File: config.mk
export PLATFORM = sky130hd
export DESIGN_NAME = pps_top
export DESIGN_NICKNAME = d
export VERILOG_FILES = /design/src/pps_pkg.sv /design/src/pps_top.sv
export SDC_FILE = /design/constraint.sdc
export NUM_CORES = 1
export LEC_CHECK = 0
export ABC_AREA = 1
export BUFFER_PORTS_ARGS = -buffer_cell sky130_fd_sc_hd__buf_2
export CAP_MARGIN = 30
export CORE_ASPECT_RATIO = 1.75
export CORE_MARGIN = 1
export CORE_UTILIZATION = 46
export CTS_CLUSTER_DIAMETER = 120
export DETAILED_ROUTE_END_ITERATION = 12
export PLACE_DENSITY = 0.81
export SYNTH_ARGS = -nofsm -noshare
export SYNTH_HDL_FRONTEND = slang
export SYNTH_SLANG_ARGS = --single-unit
File: constraint.sdc
create_clock -name MCLK_I -period 0.9 [get_ports MCLK_I]
set_input_delay 0.18 -clock MCLK_I [delete_from_list [all_inputs] [get_ports MCLK_I]]
set_output_delay 0.18 -clock MCLK_I [all_outputs]
set_load 0.01 [all_outputs]
File: src/pps_pkg.sv
// constants and types for the pll status and lock pin select block
package pps_pkg;

  // ---------------------------------------------------------------
  // register map
  // ---------------------------------------------------------------
  localparam int          ADDR_W             = 10;
  localparam int          DATA_W             = 8;
  localparam logic [9:0]  OFS_CNT_SYNC_DELAY = 10'h019;
  localparam logic [9:0]  OFS_LOCK_PIN_CTRL  = 10'h01A;
  localparam logic [7:0]  RST_CNT_SYNC_DELAY = 8'h00;
  localparam logic [7:0]  RST_LOCK_PIN_CTRL  = 8'h00;
  localparam logic [7:0]  RDATA_UNMAPPED     = 8'h00;

  // ---------------------------------------------------------------
  // field positions
  // ---------------------------------------------------------------
  localparam int SYNC_MODE_HI  = 7;
  localparam int SYNC_MODE_LO  = 6;
  localparam int REF_DLY_HI    = 5;
  localparam int REF_DLY_LO    = 3;
  localparam int FB_DLY_HI     = 2;
  localparam int FB_DLY_LO     = 0;
  localparam int STAT_DIV_BIT  = 7;
  localparam int LOCK_SEL_HI   = 5;
  localparam int LOCK_SEL_LO   = 0;

  // ---------------------------------------------------------------
  // encodings
  // ---------------------------------------------------------------
  typedef enum logic [1:0] {
    SYNC_IGNORE_LO = 2'h0,
    SYNC_ASYNC_RST = 2'h1,
    SYNC_SYNC_RST  = 2'h2,
    SYNC_IGNORE    = 2'h3
  } pps_sync_mode_e;

  localparam logic [5:0] LSEL_LEVEL_OUTPUT   = 6'h00;
  localparam logic [5:0] LSEL_DYN_PCHAN      = 6'h01;
  localparam logic [5:0] LSEL_DYN_NCHAN      = 6'h02;
  localparam logic [5:0] LSEL_HIGH_IMPEDANCE = 6'h03;
  localparam logic [5:0] LSEL_CURRENT_SOURCE = 6'h04;

  localparam logic [1:0] STAT_DIV_LAST = 2'h3;

  // ---------------------------------------------------------------
  // register access request
  // ---------------------------------------------------------------
  typedef struct packed {
    logic [ADDR_W-1:0] addr;
    logic              wr;
    logic              rd;
    logic [DATA_W-1:0] wdata;
  } pps_reg_req_s;

endpackage

File: src/pps_top.sv
// pll counter sync response, path delays, status divider, lock pin select
// ---------------------------------------------------------------
// ---------------------------------------------------------------
`timescale 1ns/1ns
module pps_top
  import pps_pkg::*;
(
  input  wire logic         MCLK_I,
  input  wire logic         RST_N_I,
  input  wire pps_reg_req_s REG_REQ_I,
  output logic [7:0]        REG_RDATA_O,
  output logic              REG_RVALID_O,
  input  wire logic         SYNC_PIN_N_I,
  output logic              CNT_RST_ASYNC_O,
  output logic              CNT_RST_SYNC_O,
  output logic [2:0]        REF_PATH_DELAY_O,
  output logic [2:0]        FB_PATH_DELAY_O,
  input  wire logic         STATUS_SIG_I,
  output logic              STATUS_PIN_O,
  input  wire logic         DIGITAL_LOCK_FLAG_I,
  input  wire logic         ANALOG_LOCK_I,
  output logic              LOCK_PIN_O,
  output logic              LOCK_PIN_OE_O,
  output logic              LOCK_CUR_SRC_EN_O
);

  // ---------------------------------------------------------------
  // registers
  // ---------------------------------------------------------------
  logic [7:0]     cnt_sync_q;
  logic [7:0]     lock_ctrl_q;
  logic [2:0]     sync_pipe_q;
  logic           sync_act_q;
  logic           stat_prev_q;
  logic [1:0]     stat_cnt_q;
  logic           stat_pin_q;
  logic           lock_pin_q;
  logic           lock_oe_q;
  logic           cur_en_q;
  logic           lock_pin_d;
  logic           lock_oe_d;
  logic           cur_en_d;
  pps_sync_mode_e sync_mode;
  logic [5:0]     lock_sel;

  assign sync_mode = pps_sync_mode_e'(cnt_sync_q[SYNC_MODE_HI:SYNC_MODE_LO]);
  assign lock_sel  = lock_ctrl_q[LOCK_SEL_HI:LOCK_SEL_LO];

  // ---------------------------------------------------------------
  // address decode
  // ---------------------------------------------------------------
  // shared by the write and read paths so both agree on the map
  function automatic logic hit(input logic [ADDR_W-1:0] addr,
                               input logic [ADDR_W-1:0] ofs);
    return addr == ofs;
  endfunction

  // ---------------------------------------------------------------
  // register write
  // ---------------------------------------------------------------
  // writes to unmapped addresses are dropped without any side effect
  always_ff @(posedge MCLK_I or negedge RST_N_I) begin
    if (!RST_N_I) begin
      cnt_sync_q  <= RST_CNT_SYNC_DELAY;
      lock_ctrl_q <= RST_LOCK_PIN_CTRL;
    end else if (REG_REQ_I.wr) begin
      if (hit(REG_REQ_I.addr, OFS_CNT_SYNC_DELAY)) begin
        cnt_sync_q <= REG_REQ_I.wdata;
      end else if (hit(REG_REQ_I.addr, OFS_LOCK_PIN_CTRL)) begin
        lock_ctrl_q <= REG_REQ_I.wdata;
      end
    end
  end

  // ---------------------------------------------------------------
  // register read
  // ---------------------------------------------------------------
  // read answers one cycle later; unmapped addresses read as zero
  always_ff @(posedge MCLK_I or negedge RST_N_I) begin
    if (!RST_N_I) begin
      REG_RDATA_O  <= RDATA_UNMAPPED;
      REG_RVALID_O <= 1'b0;
    end else begin
      REG_RVALID_O <= REG_REQ_I.rd;
      if (!REG_REQ_I.rd) begin
        REG_RDATA_O <= REG_RDATA_O;
      end else if (hit(REG_REQ_I.addr, OFS_CNT_SYNC_DELAY)) begin
        REG_RDATA_O <= cnt_sync_q;
      end else if (hit(REG_REQ_I.addr, OFS_LOCK_PIN_CTRL)) begin
        REG_RDATA_O <= lock_ctrl_q;
      end else begin
        REG_RDATA_O <= RDATA_UNMAPPED;
      end
    end
  end

  // ---------------------------------------------------------------
  // path delay selects
  // ---------------------------------------------------------------
  assign REF_PATH_DELAY_O = cnt_sync_q[REF_DLY_HI:REF_DLY_LO];
  assign FB_PATH_DELAY_O  = cnt_sync_q[FB_DLY_HI:FB_DLY_LO];

  // ---------------------------------------------------------------
  // sync pin response
  // ---------------------------------------------------------------
  // the asynchronous reset bypasses the clock so it acts even when
  // the register clock is idle; it is the only unregistered output
  assign CNT_RST_ASYNC_O = (sync_mode == SYNC_ASYNC_RST)
                           && !SYNC_PIN_N_I;

  // reset to the idle high level so no false sync follows reset
  always_ff @(posedge MCLK_I or negedge RST_N_I) begin
    if (!RST_N_I) begin
      sync_pipe_q <= 3'h7;
      sync_act_q  <= 1'b0;
    end else begin
      sync_pipe_q <= {sync_pipe_q[1:0], SYNC_PIN_N_I};
      if (sync_pipe_q[2] == sync_pipe_q[1]) begin
        sync_act_q <= !sync_pipe_q[1];
      end
    end
  end

  // modes 00 and 11 leave the counters alone
  always_ff @(posedge MCLK_I or negedge RST_N_I) begin
    if (!RST_N_I) begin
      CNT_RST_SYNC_O <= 1'b0;
    end else begin
      CNT_RST_SYNC_O <= (sync_mode == SYNC_SYNC_RST)
                        && sync_act_q;
    end
  end

  // ---------------------------------------------------------------
  // status pin divider
  // ---------------------------------------------------------------
  // limitation: input pulses shorter than one register clock are missed
  always_ff @(posedge MCLK_I or negedge RST_N_I) begin
    if (!RST_N_I) begin
      stat_prev_q <= 1'b0;
      stat_cnt_q  <= 2'h0;
      stat_pin_q  <= 1'b0;
    end else begin
      stat_prev_q <= STATUS_SIG_I;
      if (!lock_ctrl_q[STAT_DIV_BIT]) begin
        stat_cnt_q <= 2'h0;
        stat_pin_q <= STATUS_SIG_I;
      end else if (STATUS_SIG_I && !stat_prev_q) begin
        // toggle every second rising edge: output period is four inputs
        stat_cnt_q <= stat_cnt_q + 2'h1;
        if (stat_cnt_q[0]) begin
          stat_pin_q <= !stat_pin_q;
        end
      end
    end
  end
  assign STATUS_PIN_O = stat_pin_q;

  // ---------------------------------------------------------------
  // lock pin select
  // ---------------------------------------------------------------
  // registered so the pin cannot glitch while the selector is rewritten
  always_comb begin
    lock_pin_d = 1'b0;
    lock_oe_d  = 1'b1;
    cur_en_d   = 1'b0;
    case (lock_sel)
      LSEL_LEVEL_OUTPUT: begin
        lock_pin_d = DIGITAL_LOCK_FLAG_I;
      end
      LSEL_DYN_PCHAN: begin
        lock_pin_d = 1'b1;
        lock_oe_d  = ANALOG_LOCK_I;
      end
      LSEL_DYN_NCHAN: begin
        lock_pin_d = 1'b0;
        lock_oe_d  = ANALOG_LOCK_I;
      end
      LSEL_HIGH_IMPEDANCE: begin
        lock_oe_d = 1'b0;
      end
      LSEL_CURRENT_SOURCE: begin
        // the pin is fed by the analog current source, not the driver
        lock_oe_d = 1'b0;
        cur_en_d  = DIGITAL_LOCK_FLAG_I;
      end
      default: begin
        lock_pin_d = 1'b0;
      end
    endcase
  end

  always_ff @(posedge MCLK_I or negedge RST_N_I) begin
    if (!RST_N_I) begin
      lock_pin_q <= 1'b0;
      lock_oe_q  <= 1'b1;
      cur_en_q   <= 1'b0;
    end else begin
      lock_pin_q <= lock_pin_d;
      lock_oe_q  <= lock_oe_d;
      cur_en_q   <= cur_en_d;
    end
  end
  // the pad combines level and enable; open drain uses the enable only
  assign LOCK_PIN_O        = lock_pin_q;
  assign LOCK_PIN_OE_O     = lock_oe_q;
  assign LOCK_CUR_SRC_EN_O = cur_en_q;

endmodule

Word level (Yosys, flattened, before mapping) --
Index checks and enable logic that the tools add are counted.
Cells by class: muxes and demuxes 10, bitwise logic cells 1, eq/ne operators 11, reductions and logical operators 13, add/subtract/negate cells 1
Operators with widths (number):
- 10-bit by 5-bit equality test with 1-bit output (second input constant) | 2
- 8-bit two-way mux | 2
- 6-bit by 2-bit equality test with 1-bit output (second input constant) | 2
- 6-bit by 1-bit equality test with 1-bit output (second input constant) | 1
- 6-bit by 3-bit equality test with 1-bit output (second input constant) | 1
- 6-bit logical NOT | 1
- 1-bit logical NOT | 4
- 1-bit two-way mux | 4
- 2-bit two-way mux | 2
- 2-bit by 1-bit inequality test with 1-bit output (second input constant) | 2
- 1-bit one-hot mux with 2 select lines | 2
- 2-bit AND reduction | 2
- 2-bit OR reduction | 2
- 1-bit logical AND | 3
- 3-bit AND reduction | 1
- 2-bit by 1-bit adder with 2-bit output (second input constant) | 1
- 2-bit by 1-bit equality test with 1-bit output (second input constant) | 1
- 2-bit equality test (second input constant) | 1
- 1-bit equality test | 1
- 1-bit NOT | 1
Word-level totals: output and inout bits 21, bits in registers 37, bits of input ports 26

Logic depth before layout (Yosys ltp) --
Gate-level depths: netlist of the first run.
word-level depth 4, gate-level depth with buffers 8

Least setup slack after synthesis of the first run --
No wires, ideal clock.
path type in2reg, start in REG_REQ_I[18] (netlist bit), end reg cnt_sync_q[0], library setup time 0.118 ns, arrival 0.931 ns, path slack -0.150 ns, path buffers 1, stages 8, required time 0.782 ns, cell sequence inv_1 > nand2_1 > nor2_4 > and2_4 > buf_12 > nand3_4 > nand2_1 > nand2_1
On the way: cells in the longest elaborated chain, start to end 2
Ends and longest elaborated chain:
- from (decl) | line pps_top.sv:10 | input wire pps_reg_req_s REG_REQ_I,
- 10-bit by 5-bit equality test with 1-bit output | line pps_top.sv:55 | return addr == ofs;
- 2-bit AND reduction (no line)
- to (signal assigned) | line pps_top.sv:68 | cnt_sync_q <= REG_REQ_I.wdata;
- to (decl) | line pps_top.sv:30 | logic [7:0] cnt_sync_q;
No other way between the ends. A chain may end at the register's enable or synchronous reset.

Worst setup path after layout of the first run --
start reg cnt_sync_q[7], end out CNT_RST_ASYNC_O
On the way: cells in the longest elaborated chain, start to end 2
Ends and longest elaborated chain:
- 2-bit by 1-bit equality test with 1-bit output | line pps_top.sv:108 | assign CNT_RST_ASYNC_O = (sync_mode == SYNC_ASYNC_RST)
- 1-bit logical AND | line pps_top.sv:109 | && !SYNC_PIN_N_I;
- to (decl) | line pps_top.sv:14 | output logic CNT_RST_ASYNC_O,
No other way between the ends.

==> results_dict.tcl, run 1 <==
set metrics [dict create \
    status "finished, violations left" \
    violations "negative setup slack" \
    die_x_um 48.4 \
    reg2reg_from "lock_ctrl_q[7]" \
    drtPass1Iterations 4 \
    synth_edf_count 0 \
    hold_start "SYNC_PIN_N_I" \
    numCtsBuffers 5 \
    portBuffers 46 \
    cp.required_ns 0.72 \
    total_power_mw 3.43 \
    die-height_um 83.3 \
    drc 0 \
    wl_per_cell_um 13.0 \
    final_hold_viol_count 0 \
    synth_cell_types 23 \
    initial_core_util_pct 47.8 \
    drive_gt1_share_pct 41.2 \
    cts.path.max_buffers 2 \
    core-area_mm2 0.00363 \
    drt_iter0_markers 42 \
    cp.arrival_ns 1.01 \
    synth-main-ff-cell "dfrtp_1" \
    grt_pass1_vias 1526 \
    cp_max_fo 2 \
    grt_pass1_wl_um 6830 \
    stdcell_count 320 \
    grt_max_degree 37 \
    multiInputGateArea_um2 704 \
    finalWorstSetupSlack_ns -0.285 \
    nFillCells 276 \
    cp-start-kind "register" \
    utilization_pct 67.7 \
    rsz0062_at_grt "true" \
    clkSlewWorstSetupHoldPaths_ns 0.07 \
    final_max_slew_viol_count 0 \
    antenna_found_initial 0 \
    clock.fmax_ghz 0.844 \
    leakage_nw 1.39 \
    worstSetupEndpointType "output port" \
    seqCellArea_um2 907 \
    clock_latency_ns 0.30 \
    synth_nets 224 \
    setup_viol 26 \
    synthCells 198 \
    crit_start "cnt_sync_q[7]" \
    overflow 0 \
    drt-vias-per-instance 5.09 \
    io_pins 47 \
    ant_nets 0 \
    tightestPinTransition_ns 0.244 \
    maxCapViolCount 0 \
    finalWirelength_um 4150 \
    dp_hpwl_um 2900 \
    synth.cell_area_mm2 0.00174 \
    relSlewSlack_pct 83.6 \
    cts_tree "done" \
    rows 29 \
    clkSinkCount 36 \
    finalCriticalPeriod_ns 1.19 \
    postSynthAreaPerCell_um2 8.76 \
    ys_ff_latch 36 \
    dr_total_vias 1629 \
    dp_cells 294 \
    synth_warnings 0 \
    async_flop_share_pct 100 \
    area_delta_synth_final_pct 41.5 \
    power_density_mw_per_mm2 1400 \
    post-route-period-util_pct 132 \
    min_path_type "input port to register" \
    grt_usage_pct 22.4 \
    vdd_drop_max_mv 1.44 \
    antenna_cells 0 \
    setup_tns_ns -2.34 \
    dieArea_mm2 0.00403 \
    fin_worst_skew_ns 0.00595 \
    crit_type "register to output port" \
    ctsRootBufferMaster "clkbuf_8" \
    place.gp.congestion 0.787 \
    whs_ns 0.00443 \
    h-tree-depth 2 \
    ys_seq_area_share_pct 52.2 \
    nets 299 \
]
-- area by class of cell --
type | instances | share of cell area (%)
Clock buffer | 6 | 2.96
Tap cell | 46 | 2.34
Inverter | 16 | 3.87
Timing Repair Buffer | 81 | 23.8
Sequential cell | 36 | 37.0
Multi-Input combinational cell | 133 | 28.7
Clock inverter | 2 | 1.43
-- sequential cells by signal (all words and copies together) (netlist names) --
name and count:
REG_RDATA_O 8, cnt_sync_q 8, lock_ctrl_q 8, sync_pipe_q 3, CNT_RST_SYNC_O 1, LOCK_CUR_SRC_EN_O 1, LOCK_PIN_O 1, LOCK_PIN_OE_O 1
REG_RVALID_O 1, STATUS_PIN_O 1, stat_cnt_q 1, stat_prev_q 1, sync_act_q 1
-- Yosys cell counts (2+ instances only) --
master    number  area share, %
nor2_4         2            1.3
nand4_1       32             12
dfrtp_1       32             46
buf_12         2            2.3
nor2_1         8            1.7
nand2_1       78             17
dfstp_2        4            6.1
buf_4          7            3.0
o21ai_0        3           0.86
buf_2          2           0.58
clkinv_1       2           0.43
nand2_2        2           0.72
inv_1         12            2.6
inv_2          2           0.43
nand3_4        2            2.0
-- cell usage in the layout, fill, tap and decap left out, drive strengths merged --
cell type	count
dlygate4sd3	1
a21oi	1
mux2	1
o211a	1
dfstp	4
and2	1
nor2	10
a211o	1
nand2	80
inv	14
nor3b	1
nand3	2
nand4	32
buf	80
clkinv	3
o21ai	3
dfrtp	32
clkbuf	6
bufinv	1
-- where the power goes --
| group | switching [mW] | internal (mW) |
|---|---|---|
| Clock | 0.572 | 0.821 |
| Sequential | 0.0209 | 1.66 |
| Combinational | 0.202 | 0.154 |
| Total | 0.795 | 2.63 |
-- cell families after synthesis --
family                 count (synthesis)  synth area share, %
AOI/OAI and AO/OA                      6                 2.23
buffers and inverters                 29                 9.81
and+or+nand+nor                      126                 35.1
DFF                                   36                 52.2
muxes                                  1                0.649
-- through the flow --
stage	setup WS, ns	area [um2]
after CTS	-0.291	2360
after global placement	-0.213	2140
after detailed placement	-0.243	2140
after floorplan	-0.121	1800
after global routing	-0.340	2450
final	-0.285	2450
-- per-layer routing --
metal / up-vias / part of all wire [%] / global-route usage (%)
met5: - / 0 / 0
met4: 0 / 3.0 / 12.0
met3: 10 / 3.5 / 5.13
met2: 34 / 56 / 40.2
met1: 786 / 37 / 23.7
li1: 799 / - / -
-- repair_timing --
action / in CTS / in global routing
pin swaps: 2 / 9
hold endpoints to repair: 32 / 0
gates resized for setup: 8 / 13
buffers inserted: 11 / 7
hold buffers: 1 / 0
endpoints found under the setup margin: 27 / 36
-- worst max-delay path, stage by stage, from the launching register on --
cell,delay [ns]
dfrtp_1,0.39
nor3b_2,0.16
buf_2,0.15
-- worst paths after layout --
kind	end	slack, ns	depth (start not counted)
max in group asynchronous	sync_pipe_q[1]	0.29	3
worst min-delay path	sync_pipe_q[0]	0.004	1
worst max-delay path	CNT_RST_ASYNC_O	-0.29	2
worst min register to register	sync_pipe_q[1]	0.36	0
worst max register to register	STATUS_PIN_O	-0.06	3
min in group asynchronous	LOCK_CUR_SRC_EN_O	0.36	3
Note: power is estimated with default switching activity, not from simulation.
==> inputs of run 2 (changes only) <==
--- a/config.mk
+++ b/config.mk
@@ -5,14 +5,14 @@
 export SDC_FILE = /design/constraint.sdc
 export NUM_CORES = 1
 export LEC_CHECK = 0
-export ABC_AREA = 1
 export BUFFER_PORTS_ARGS = -buffer_cell sky130_fd_sc_hd__buf_2
 export CAP_MARGIN = 30
 export CORE_ASPECT_RATIO = 1.75
 export CORE_MARGIN = 1
-export CORE_UTILIZATION = 46
+export CORE_UTILIZATION = 45
 export CTS_CLUSTER_DIAMETER = 120
 export DETAILED_ROUTE_END_ITERATION = 12
+export GPL_TIMING_DRIVEN = 1
 export PLACE_DENSITY = 0.81
 export SYNTH_ARGS = -nofsm -noshare
 export SYNTH_HDL_FRONTEND = slang
==> results_dict.tcl, run 2 <==
set metrics [dict create \
    ys_ff_latch 36 \
    critPathTopFamily "simple AND/OR/NAND/NOR gates" \
    pwr-share-clk_pct 37.4 \
    combinationalPowerShare_pct 8.6 \
    die-height_um 79.1 \
    drt_iter0_markers 30 \
    final_hold_viol_count 0 \
    tightestPinTransition_ns 0.348 \
    min_path_type "input port to register" \
    power_density_mw_per_mm2 1400 \
    cp.arrival_ns 1.60 \
    crit_start "REG_REQ_I[17]" \
    post-route-period-util_pct 153 \
    power_switching_mw 0.686 \
    relSlewSlack_pct 76.8 \
    overflow 0 \
    finalCriticalPeriod_ns 1.37 \
    synth_cell_types 28 \
    slowest_delay_ns 0.55 \
    finalWirelength_um 3590 \
    initial_core_util_pct 48.1 \
    cp-start-kind "input port" \
    place.gp.congestion 0.821 \
    worstSetupEndpointType "register" \
    stdcell_count 232 \
    clock_latency_ns 0.29 \
    io_pins 47 \
    power_frac_seq_pct 54.0 \
    dp_cells 208 \
    synth-main-ff-cell "dfrtp_1" \
    mostFrequentLayoutCells "buf_2, dfrtp_1, buf_4" \
    synth_warnings 0 \
    switching_share_pct 22.1 \
    hold_start "STATUS_SIG_I" \
    largestRegisters "REG_RDATA_O x8, cnt_sync_q x8, lock_ctrl_q x8" \
    final_max_slew_viol_count 0 \
    crit_type "input port to register" \
    place_area_mm2 0.00189 \
    drive_gt1_share_pct 61.4 \
    cts.path.max_buffers 2 \
    vdd_drop_max_mv 0.987 \
    total_power_mw 3.11 \
    violations "negative setup slack" \
    cpMaxStageDelayCell "or4b_4" \
    synth_nets 135 \
    clkSlewWorstSetupHoldPaths_ns 0.07 \
    synth_top_area_cell "dfrtp_1" \
    status "finished, violations left" \
    leakage_nw 1.17 \
    area_delta_synth_final_pct 44.7 \
    nets 214 \
    dieArea_mm2 0.00364 \
    final_common_cell "buf_2" \
    dp_hpwl_um 2500 \
    final_area_mm2 0.00221 \
    synth_most_common_cell "dfrtp_1" \
    fin_worst_skew_ns 0.00406 \
    maxCapViolCount 0 \
    ys_seq_area_share_pct 59.2 \
    p_int_mw 2.42 \
    grt_usage_pct 22.0 \
    synth.cell_area_mm2 0.00153 \
    synthCells 109 \
    numCtsBuffers 5 \
    synth_area_leaders "dfrtp_1, mux2_2, dfstp_2, a221o_1, buf_4" \
    postSynthAreaPerCell_um2 14.0 \
    dr_total_vias 1186 \
    path_cells "buf_6 > or4b_4 > or4b_4 > o2bb2ai_4 > a21o_1" \
    drc 0 \
    setup_viol 48 \
    antenna_found_initial 0 \
    pre_cts_slack_ns -0.753 \
    cts_tree "done" \
    clock.fmax_ghz 0.728 \
    antenna_cells 0 \
    h-tree-depth 2 \
    grt_pass1_vias 1232 \
    clkSinkCount 36 \
    crit_top_cell "or4b_4" \
    ant_nets 0 \
    synth_common_cells "dfrtp_1, mux2_2, a221o_1" \
    drt-vias-per-instance 5.11 \
    grt_max_degree 12 \
    reg2reg_from "lock_ctrl_q[5]" \
    wl_per_cell_um 15.5 \
    cp.required_ns 1.13 \
    synth_edf_count 0 \
    path_buf_inv 1 \
    rsz0062_at_grt "true" \
    grt_pass1_wl_um 5650 \
    synth_top_area_share_pct 52.4 \
    portBuffers 46 \
    core-area_mm2 0.00318 \
    utilization_pct 69.7 \
    rows 27 \
    finalWorstSetupSlack_ns -0.474 \
    cp_max_fo 2 \
    async_flop_share_pct 100 \
    drtPass1Iterations 4 \
    ctsRootBufferMaster "clkbuf_8" \
    die_x_um 46.1 \
]
run 2: per-layer routing:
metal	track usage (%)	up-vias	wire length, um
met2	36.1	36	2000
met1	24.9	583	1340
met3	7.27	11	155
li1	-	556	-
met4	9.71	0	87
met5	0	-	0
run 2: repair_timing:
item | CTS | global route
endpoints found under the setup margin | 50 | 50
buffers inserted | 13 | 1
hold buffers | 2 | 0
resized for setup | 10 | 9
hold endpoints to repair | 36 | 0
pin swaps | 6 | 4
run 2: power groups by stage:
stage / logic, mW / clock network, mW / registers (mW)
floorplan: 0.0624 / 0 / 1.71
global placement: 0.216 / 0 / 1.70
detailed placement: 0.223 / 0 / 1.71
CTS: 0.260 / 1.20 / 1.68
global route: 0.294 / 1.27 / 1.68
finish: 0.266 / 1.16 / 1.68
run 2: area by class of cell:
cell class | instances | area, um2
Inverter | 4 | 15.0
Timing Repair Buffer | 79 | 532
Multi-Input combinational cell | 62 | 616
Sequential cell | 36 | 906
Fill cell | 249 | 963
Tap cell | 43 | 53.8
Clock buffer | 8 | 90.1
run 2: worst paths after layout:
kind                             endpoint  slack, ns  cells after the start
min                           stat_prev_q       0.07                      1
min in group asynchronous  CNT_RST_SYNC_O       0.25                      2
max in group asynchronous   LOCK_PIN_OE_O       0.21                      3
max                        REG_RDATA_O[6]      -0.47                      5
max reg2reg                    LOCK_PIN_O      -0.24                      2
min reg2reg                sync_pipe_q[1]       0.36                      0
run 2: cells by family (layout without fill, tap and decap cells):
logic type               count (synthesis)  in the layout  synth area share [%]
AO/OA/AOI/OAI                           13             13                  7.45
flip-flops                              36             36                  59.2
XOR/XNOR                                 1              1                 0.573
adder cells (fa/ha/maj)                  1              1                 0.655
AND/OR/NAND/NOR                         30             30                  15.4
multiplexers                            17             17                  12.4
buffers and inverters                   11             91                  4.25
run 2: metrics by stage:
step           setup TNS [ns]  hold slack, ns
4_1_cts                -12.52          0.0615
5_1_grt                -14.36          0.0624
2_1_floorplan          -14.12          -0.116
3_3_place_gp           -17.62         0.00990
6_report               -12.75          0.0719
3_5_place_dp           -18.16          0.0111
